**src/mii_link_pkg.sv**
```systemverilog
// Purpose: shared constants for the mii nibble data port ends
// Assumes: system clock 20 MHz on both ends
// Notes:   link clocks are generated by one divider of the system clock
package mii_link_pkg;
   localparam int          NIBBLE_W       = 4;
   localparam int          NIB_LSB        = 0;
   localparam int          NIB_MSB        = 3;
   localparam int          SYS_CLK_KHZ    = 20000;
   localparam int          SLOW_CLK_KHZ   = 2500;
   localparam int          FAST_CLK_KHZ   = 25000;
   // half period in system clocks; fast clock cannot exceed sys/2, clamp to one
   localparam int          SLOW_HALF_RAW  = SYS_CLK_KHZ / (2 * SLOW_CLK_KHZ);
   localparam int          FAST_HALF_RAW  = SYS_CLK_KHZ / (2 * FAST_CLK_KHZ);
   localparam int          SLOW_HALF      = (SLOW_HALF_RAW < 1) ? 1 : SLOW_HALF_RAW;
   localparam int          FAST_HALF      = (FAST_HALF_RAW < 1) ? 1 : FAST_HALF_RAW;
   localparam int          DIV_W          = 8;
   localparam logic [DIV_W-1:0] DIV_ZERO  = 8'h00;
   localparam logic [DIV_W-1:0] DIV_ONE   = 8'h01;
   localparam logic [NIBBLE_W-1:0] NIB_ZERO = 4'h0;
endpackage : mii_link_pkg

```
**src/mii_link_if.sv**
```systemverilog
// Purpose: pin bundle between the phy end and the mac end
// Assumes: both clocks of the link are driven by the phy end
// Notes:   no tristate here; receive outputs carry an enable instead
`timescale 1ns/10ps
interface mii_link_if;
   logic       rx_clk;
   logic [3:0] rx_data;
   logic       rx_valid;
   logic       rx_err;
   logic       rx_oe;
   logic       tx_clk;
   logic [3:0] tx_data;
   logic       tx_en;
   modport phy (output rx_clk, output rx_data, output rx_valid, output rx_err,
                output rx_oe, output tx_clk, input tx_data, input tx_en);
   modport mac (input rx_clk, input rx_data, input rx_valid, input rx_err,
                input rx_oe, input tx_clk, output tx_data, output tx_en);
endinterface : mii_link_if

```
**src/mii_phy_end.sv**
```systemverilog
// Purpose: phy end of the mii nibble data path
// Assumes: 20 MHz clk_i; medium side modelled as nibble streams
// Notes:   rx and tx clocks are divided from clk_i and driven out
`timescale 1ns/10ps
module mii_phy_end #(
   parameter int NW = mii_link_pkg::NIBBLE_W
) (
   // system
   input  wire logic          clk_i,
   input  wire logic          srst_i,
   input  wire logic          ce_i,
   // mode and control
   input  wire logic          speed_100_i,
   input  wire logic          receive_output_tristate_control_i,
   // medium receive side
   input  wire logic          med_rx_valid_i,
   input  wire logic [NW-1:0] med_rx_data_i,
   input  wire logic          med_rx_err_i,
   input  wire logic          med_false_carrier_i,
   // medium transmit side
   output logic               med_tx_valid_o,
   output logic [NW-1:0]      med_tx_data_o,
   output logic               med_tx_active_o,
   // link
   mii_link_if.phy            link
);
   ////////////////////////////////////////////////////////////////////////
   logic [mii_link_pkg::DIV_W-1:0] div_reg, div_next;
   logic                           lclk_reg, lclk_next;
   logic [mii_link_pkg::DIV_W-1:0] half;
   logic                           rise;

   // one divider serves both link clocks, they share frequency per speed
   always_comb begin
      half = speed_100_i ? mii_link_pkg::DIV_W'(mii_link_pkg::FAST_HALF)
                         : mii_link_pkg::DIV_W'(mii_link_pkg::SLOW_HALF);
      div_next  = div_reg;
      lclk_next = lclk_reg;
      rise      = 1'b0;
      if (ce_i) begin
         if (div_reg + mii_link_pkg::DIV_ONE >= half) begin
            div_next  = mii_link_pkg::DIV_ZERO;
            lclk_next = ~lclk_reg;
            rise      = ~lclk_reg;
         end else begin
            div_next = div_reg + mii_link_pkg::DIV_ONE;
         end
      end
   end

   always_ff @(posedge clk_i) begin
      if (srst_i) begin
         div_reg  <= mii_link_pkg::DIV_ZERO;
         lclk_reg <= 1'b0;
      end else begin
         div_reg  <= div_next;
         lclk_reg <= lclk_next;
      end
   end

   assign link.tx_clk = lclk_reg;
   assign link.rx_clk = lclk_reg;

   ////////////////////////////////////////////////////////////////////////
   // receive: outputs change with the rising edge of the link clock
   logic [NW-1:0] rxd_reg, rxd_next;
   logic          rxdv_reg, rxdv_next;
   logic          rxer_reg, rxer_next;

   always_comb begin
      rxd_next  = rxd_reg;
      rxdv_next = rxdv_reg;
      rxer_next = rxer_reg;
      if (rise) begin
         rxdv_next = med_rx_valid_i;
         rxd_next  = med_rx_valid_i ? med_rx_data_i : mii_link_pkg::NIB_ZERO;
         // 10 Mb/s leaves the error line low
         rxer_next = speed_100_i &&
                     ((med_rx_valid_i && med_rx_err_i) ||
                      (!med_rx_valid_i && med_false_carrier_i));
      end
   end

   always_ff @(posedge clk_i) begin
      if (srst_i) begin
         rxd_reg  <= mii_link_pkg::NIB_ZERO;
         rxdv_reg <= 1'b0;
         rxer_reg <= 1'b0;
      end else begin
         rxd_reg  <= rxd_next;
         rxdv_reg <= rxdv_next;
         rxer_reg <= rxer_next;
      end
   end

   assign link.rx_data  = rxd_reg;
   assign link.rx_valid = rxdv_reg;
   // tristate control releases the receive outputs, error included
   assign link.rx_err   = rxer_reg & ~receive_output_tristate_control_i;
   assign link.rx_oe    = ~receive_output_tristate_control_i;

   ////////////////////////////////////////////////////////////////////////
   // transmit: mac pins are from another domain, synchronise first
   logic [NW-1:0] txd_s1_reg, txd_s2_reg;
   logic          txen_s1_reg, txen_s2_reg;
   logic [NW-1:0] mtxd_reg, mtxd_next;
   logic          mtxv_reg, mtxv_next;
   logic          mact_reg, mact_next;

   always_ff @(posedge clk_i) begin
      if (srst_i) begin
         txd_s1_reg  <= mii_link_pkg::NIB_ZERO;
         txd_s2_reg  <= mii_link_pkg::NIB_ZERO;
         txen_s1_reg <= 1'b0;
         txen_s2_reg <= 1'b0;
      end else if (ce_i) begin
         txd_s1_reg  <= link.tx_data;
         txd_s2_reg  <= txd_s1_reg;
         txen_s1_reg <= link.tx_en;
         txen_s2_reg <= txen_s1_reg;
      end
   end

   // the synchroniser lags two clocks; the mac changes three clocks after our rising edge,
   // so the sampled pair is stable by the next rise at 10 Mb/s, by the third rise at 100 Mb/s
   always_comb begin
      mtxd_next = mtxd_reg;
      mtxv_next = 1'b0;
      mact_next = mact_reg;
      if (rise) begin
         mact_next = txen_s2_reg;
         if (txen_s2_reg) begin
            mtxd_next = txd_s2_reg;
            mtxv_next = 1'b1;
         end else begin
            mtxd_next = mii_link_pkg::NIB_ZERO;
         end
      end
   end

   always_ff @(posedge clk_i) begin
      if (srst_i) begin
         mtxd_reg <= mii_link_pkg::NIB_ZERO;
         mtxv_reg <= 1'b0;
         mact_reg <= 1'b0;
      end else if (ce_i) begin
         mtxd_reg <= mtxd_next;
         mtxv_reg <= mtxv_next;
         mact_reg <= mact_next;
      end
   end

   assign med_tx_data_o   = mtxd_reg;
   assign med_tx_valid_o  = mtxv_reg;
   assign med_tx_active_o = mact_reg;
endmodule : mii_phy_end

```
**src/flat_wrapper.sv**
```systemverilog
// flat-port wrapper written by rule: the top's interface ports become plain ports
module mii_phy_end_flat 
#(
   parameter int NW = mii_link_pkg::NIBBLE_W
)
  (clk_i, srst_i, ce_i, speed_100_i, receive_output_tristate_control_i, med_rx_valid_i, med_rx_data_i, med_rx_err_i, med_false_carrier_i, med_tx_valid_o, med_tx_data_o, med_tx_active_o, link_rx_clk, link_rx_data, link_rx_valid, link_rx_err, link_rx_oe, link_tx_clk, link_tx_data, link_tx_en);
  mii_link_if link_i ();
  input  wire logic clk_i;
  input  wire logic srst_i;
  input  wire logic ce_i;
  input  wire logic speed_100_i;
  input  wire logic receive_output_tristate_control_i;
  input  wire logic med_rx_valid_i;
  input  wire logic [NW-1:0] med_rx_data_i;
  input  wire logic med_rx_err_i;
  input  wire logic med_false_carrier_i;
  output logic med_tx_valid_o;
  output logic [NW-1:0] med_tx_data_o;
  output logic med_tx_active_o;
  output wire logic [$bits(link_i.rx_clk)-1:0] link_rx_clk;
  output wire logic [$bits(link_i.rx_data)-1:0] link_rx_data;
  output wire logic [$bits(link_i.rx_valid)-1:0] link_rx_valid;
  output wire logic [$bits(link_i.rx_err)-1:0] link_rx_err;
  output wire logic [$bits(link_i.rx_oe)-1:0] link_rx_oe;
  output wire logic [$bits(link_i.tx_clk)-1:0] link_tx_clk;
  input wire logic [$bits(link_i.tx_data)-1:0] link_tx_data;
  input wire logic [$bits(link_i.tx_en)-1:0] link_tx_en;
  assign link_rx_clk = link_i.rx_clk;
  assign link_rx_data = link_i.rx_data;
  assign link_rx_valid = link_i.rx_valid;
  assign link_rx_err = link_i.rx_err;
  assign link_rx_oe = link_i.rx_oe;
  assign link_tx_clk = link_i.tx_clk;
  assign link_i.tx_data = link_tx_data;
  assign link_i.tx_en = link_tx_en;
  mii_phy_end #(.NW(NW)) u_core (.clk_i(clk_i), .srst_i(srst_i), .ce_i(ce_i), .speed_100_i(speed_100_i), .receive_output_tristate_control_i(receive_output_tristate_control_i), .med_rx_valid_i(med_rx_valid_i), .med_rx_data_i(med_rx_data_i), .med_rx_err_i(med_rx_err_i), .med_false_carrier_i(med_false_carrier_i), .med_tx_valid_o(med_tx_valid_o), .med_tx_data_o(med_tx_data_o), .med_tx_active_o(med_tx_active_o), .link(link_i));
endmodule
```
**config.mk**
```make
export PLATFORM = sky130hd
export DESIGN_NAME = mii_phy_end_flat
export DESIGN_NICKNAME = d
export VERILOG_FILES = /design/src/mii_link_pkg.sv /design/src/mii_link_if.sv /design/src/mii_phy_end.sv /design/src/flat_wrapper.sv
export SDC_FILE = /design/constraint.sdc
export NUM_CORES = 1
export LEC_CHECK = 0
export BUFFER_PORTS_ARGS = -buffer_cell sky130_fd_sc_hd__buf_2
export CORE_UTILIZATION = 46
export DETAILED_ROUTE_END_ITERATION = 12
export GPL_TIMING_DRIVEN = 1
export HOLD_SLACK_MARGIN = 0.02
export PLACE_DENSITY = 0.73
export SLEW_MARGIN = 20
export SYNTH_ARGS = -nofsm -noshare
export SYNTH_HDL_FRONTEND = slang
export SYNTH_SLANG_ARGS = --single-unit
```
**constraint.sdc**
```tcl
create_clock -name clk_i -period 2.2 [get_ports clk_i]
set_input_delay 0.66 -clock clk_i [delete_from_list [all_inputs] [get_ports clk_i]]
set_output_delay 0.66 -clock clk_i [all_outputs]
set_load 0.05 [all_outputs]
```
==> Word-level counts from Yosys, hierarchy flattened <==
Cells that the tools add are included.
{ "word_totals": {"out_inout_bits": 15, "in_bits": 17, "wordCells": 32, "register_bits": 31} }
{ "op_classes": {"bitwise_logic": 3, "n_mux": 8, "reduce_logical": 7, "n_addsub": 1, "order_cmp": 1} }
{ "ops": {"columns": ["operator", "n"], "rows": [
  ["$add A8 B1 Y8 const B", 1],
  ["$ge A8 B8 Y1", 1],
  ["$mux W4", 2],
  ["$mux W8", 1],
  ["$mux W1", 4],
  ["$reduce_and A2 Y1", 2],
  ["$logic_and A1 B1 Y1", 3],
  ["$mux W3", 1],
  ["$not A1 Y1", 2],
  ["$and A1 B1 Y1", 1],
  ["$logic_not A1 Y1", 1],
  ["$logic_or A1 B1 Y1", 1]
]} }

==> Logic depth before layout (Yosys ltp) <==
{ "depth": {"ltp_word": 5, "mapped_depth": 8, "depth_no_buf": 7} }

==> Worst setup path before layout <==
OpenSTA, ideal clock, no wires.
{ "synth_timing": {"path_kind": "reg-to-reg", "startpoint": "register u_core.div_reg[0] in the netlist's numbering", "endpoint": "register u_core.rxer_reg", "t_arrival_ns": 2.073, "n_path_buf": 1, "setup_time_ns": 0.070, "required_ns": 2.130, "path_stages_with_launch": 9, "slack_ns": 0.057, "period_less_slack_ns": 2.143, "cell_sequence": "dfxtp_1 > ha_1 > xor2_1 > ha_1 > a21boi_0 > a2111o_1 > clkbuf_1 > nand4_1 > a21oi_1"} }
{ "synth_between": {"elab_chain_len": 4} }
{ "synth_rtl": {"columns": ["item", "line_no", "text"], "rows": [
  ["from (decl)", "mii_phy_end.sv:28", "logic [mii_link_pkg::DIV_W-1:0] div_reg, div_next;"],
  ["from (signal assigned)", "mii_phy_end.sv:53", "div_reg <= mii_link_pkg::DIV_ZERO;"],
  ["from (signal assigned)", "mii_phy_end.sv:56", "div_reg <= div_next;"],
  ["$add A8 B1 Y8", "mii_phy_end.sv:41", "if (div_reg + mii_link_pkg::DIV_ONE >= half) begin"],
  ["$ge A8 B8 Y1", "mii_phy_end.sv:41", null],
  ["$mux W1", "mii_phy_end.sv:41", null],
  ["$mux W1", "mii_phy_end.sv:40", "if (ce_i) begin"],
  ["to (signal assigned)", "mii_phy_end.sv:92", "rxer_reg <= rxer_next;"],
  ["to (decl)", "mii_phy_end.sv:68", "logic rxer_reg, rxer_next;"]
]} }
No other way between the ends.
A chain may end at the register's enable or synchronous reset.

==> Final worst setup path <==
{ "layout_timing": {"startpoint": "register u_core.div_reg[1] in the netlist's numbering", "endpoint": "register u_core.mact_reg, in the netlist u_core.med_tx_active_o"} }
{ "layout_between": {"elab_chain_len": 5} }
{ "layout_rtl": {"columns": ["item", "line_no", "text"], "rows": [
  ["$add A8 B1 Y8", "mii_phy_end.sv:41", null],
  ["$ge A8 B8 Y1", "mii_phy_end.sv:41", null],
  ["$mux W1", "mii_phy_end.sv:41", null],
  ["$mux W1", "mii_phy_end.sv:40", null],
  ["$reduce_and A2 Y1 (no source line)", null, null],
  ["to (signal assigned)", "mii_phy_end.sv:149", "mact_reg <= mact_next;"],
  ["to (decl)", "mii_phy_end.sv:108", "logic mact_reg, mact_next;"]
]} }
No other way between the ends.

==> flow_metrics.env <==
export IMPL_finalMaxSlewViolations=0
export IMPL_floorplan_initialDensity_pct=50.53
export IMPL_synth_area_leaders="dfxtp_1, mux2i_1, a21oi_1"
export IMPL_cts_sinks=31
export IMPL_post_route_period_util_pct=94.56
export IMPL_dr_first_iter_drc_count=33
export IMPL_slew_headroom_pct=68.51
export IMPL_r2r_slack_ns=0.12
export IMPL_netlist_area_leader_share_pct=47.42
export IMPL_holdWs_ns=0.4678
export IMPL_cts_root_buf="clkbuf_4"
export IMPL_clock_path_buffers=2
export IMPL_final_cell_mix="buf_2, dfxtp_1, nor2_1"
export IMPL_tritoncts="done"
export IMPL_largest_reg_flops=8
export IMPL_cts_buffers=5
export IMPL_die_h_um=55.34
export IMPL_async_flop_share_pct=0
export IMPL_status="complete, no violations"
export IMPL_yosys_area_top_type="dfxtp_1"
export IMPL_drtPass1Iterations=4
export IMPL_syn_inst=140
export IMPL_ys_flop_type="dfxtp_1"
export IMPL_io_pins=32
export IMPL_ys_seq_elements=31
export IMPL_vias=1102
export IMPL_r2r_end="u_core.med_tx_active_o"
export IMPL_yosysWarnings=0
export IMPL_synth_seq_area_share_pct=47.42
export IMPL_area_growth_pct=19.41
export IMPL_totalPowerFinal_w=0.001034
export IMPL_max_vdd_ir_drop_uv=476.7
export IMPL_critPathTopFamily="compound AO/OA/AOI/OAI gates"
export IMPL_crit_chain="ha_2 -> xor2_1 -> ha_1 -> a21boi_1 -> a2111o_1 -> buf_4 -> nand3_1 -> a21oi_1"
export IMPL_synthesis_area_mm2=0.001309
export IMPL_min_from="u_core.med_tx_valid_o"
export IMPL_grt_ovfl_total=0
export IMPL_synthDistinctLibCells=32
export IMPL_path_class="flip-flop to flip-flop"
export IMPL_place_hpwl_mm=1.978
export IMPL_die_w_um=55.34
export IMPL_clock_skew_ns=0.01362
export IMPL_crit_required_ns=2.39
export IMPL_cp_num_buf_inv=1
export IMPL_dieArea_mm2=0.003063
export IMPL_slowest_stage="dfxtp_2"
export IMPL_first_global_vias=1029
export IMPL_row_count=18
export IMPL_port_buffers=31
export IMPL_power_density_mw_per_mm2=661.6
export IMPL_rsz0062_at_grt="no"
export IMPL_clk_latency_ns=0.33
export IMPL_drc_errors=0
export IMPL_grt_antenna_before_repair=0
export IMPL_final_common_cell="buf_2"
export IMPL_tightest_slew_ns=0.4724
export IMPL_core_area_mm2=0.002590
export IMPL_critPathArrivalTime_ns=2.27
export IMPL_max_freq_mhz=480.7
export IMPL_clkTransAtPathRegs_ns=0.10
export IMPL_setup_violations=0
export IMPL_syn_avg_cell_area_um2=9.348
export IMPL_fillers=231
export IMPL_p_leak_nw=0.6979
export IMPL_r2r_cells=8
export IMPL_r2r_start="u_core.div_reg[1]"
export IMPL_finalHoldViolations=0
export IMPL_routedWlPerCell_um=13.43
export IMPL_grt_total_usage_pct=19.50
export IMPL_max_stage_delay_ns=0.37
export IMPL_grt_max_degree=29
export IMPL_hold_class="flip-flop to flip-flop"
export IMPL_synth_fp_nets=160
export IMPL_final_setup_tns_ns=0
export IMPL_min_to="u_core.med_tx_valid_o"
export IMPL_startpoint_type="flip-flop"
export IMPL_htreeDepth=2
export IMPL_grt_pass1_wl_mm=4.657
export IMPL_max_cap_viol_count=0
export IMPL_layout_drive_gt1_share_pct=27.84
export IMPL_cp_max_fo=12
export IMPL_ant_nets=0
export IMPL_antenna_cells=0
export IMPL_wl_mm=2.766
export IMPL_fin_crit_ns=2.080
export IMPL_via_per_inst=5.350
export IMPL_cp_end_kind="flip-flop"
export IMPL_cts_hold_buf=0
export IMPL_layout_nets=195
export IMPL_gp_congestion=0.7866
export IMPL_hold_depth=2
export IMPL_synth_edff_count=0
==> how the worst max path moves through the flow <==
stage / from / end / slack [ns] / cells after the start
after floorplan: u_core.div_reg[0] / u_core.rxer_reg / 0.06 / 8
after global placement: speed_100_i / u_core.div_reg[0] / 0.04 / 7
after detailed placement: speed_100_i / u_core.med_tx_active_o / -0.04 / 8
after CTS: u_core.div_reg[1] / u_core.med_tx_active_o / 0.03 / 8
after global routing: u_core.div_reg[1] / u_core.med_tx_active_o / 0.004 / 8
final: u_core.div_reg[1] / u_core.med_tx_active_o / 0.12 / 8
==> per-stage QoR <==
stage               std cells  setup slack, ns  area (µm²)  utilization, %
floorplan                 140          0.05653        1309               -
global placement          198          0.03649        1509           58.26
detailed placement        198         -0.03620        1509           58.26
CTS                       206          0.02529        1559           60.19
global route              206         0.004102        1563           60.34
finish                    206           0.1196        1563           60.34
==> where the power goes <==
part	internal, W	total [W]	switching, W
clock network	0.000124	0.000311	0.000186
registers	0.000577	0.000587	0.00000986
logic	0.0000498	0.000137	0.0000867
total	0.000751	0.00103	0.000283
==> kinds of logic after synthesis <==
family	synth area share, %
AND/OR/NAND/NOR	19.60
AO/OA/AOI/OAI	16.25
flip-flops	47.42
buffers and inverters	4.015
multiplexers	8.509
adder cells (fa/ha/maj)	2.868
XOR/XNOR	1.339
==> per-layer routing <==
metal	GRT usage (%)	vias to the layer above	part of all wire [%]
li1	-	571	-
met1	23.46	501	46
met2	30.12	21	47
met3	5.386	9	3.2
met4	13.21	0	3.2
met5	0	-	0
==> area by class of cell <==
class                      count  area, µm²  area share [%]
tap                           30      37.54           2.402
clock inverter                 1      5.005          0.3203
sequential                    31      621.8           39.79
timing repair buffer          38      207.7           13.29
multi-input combinational     97      638.1           40.83
inverter                       2      7.507          0.4804
clock buffer                   7      45.04           2.882
==> what timing repair did <==
item                                    4_1_cts  5_1_grt
buffers inserted                              0        0
endpoints found under the setup margin        0       16
resized for setup                             0        3
==> synth_stat cells, drive strengths merged (2+ instances only) <==
| library cell | number |
|---|---|
| nor2b | 2 |
| a2111o | 2 |
| mux2i | 10 |
| inv | 2 |
| buf | 4 |
| dfxtp | 31 |
| and2 | 6 |
| ha | 3 |
| nand2 | 5 |
| clkbuf | 6 |
| nor2 | 14 |
| nand3 | 3 |
| nand2b | 3 |
| and3 | 2 |
| nand4 | 9 |
| a21oi | 13 |
| a31oi | 2 |
| o21ai | 12 |
==> worst register-to-register path, delay by kind of cell (launching register included) <==
kind,cells,cell delay (ns)
and+or+nand+nor,1,0.12
buffers and inverters,1,0.19
xor gates and xnor gates,1,0.18
DFF,1,0.37
AOI/OAI and AO/OA,3,0.60
adders and majority gates,2,0.47
Note: power is estimated with default switching activity, not from simulation.
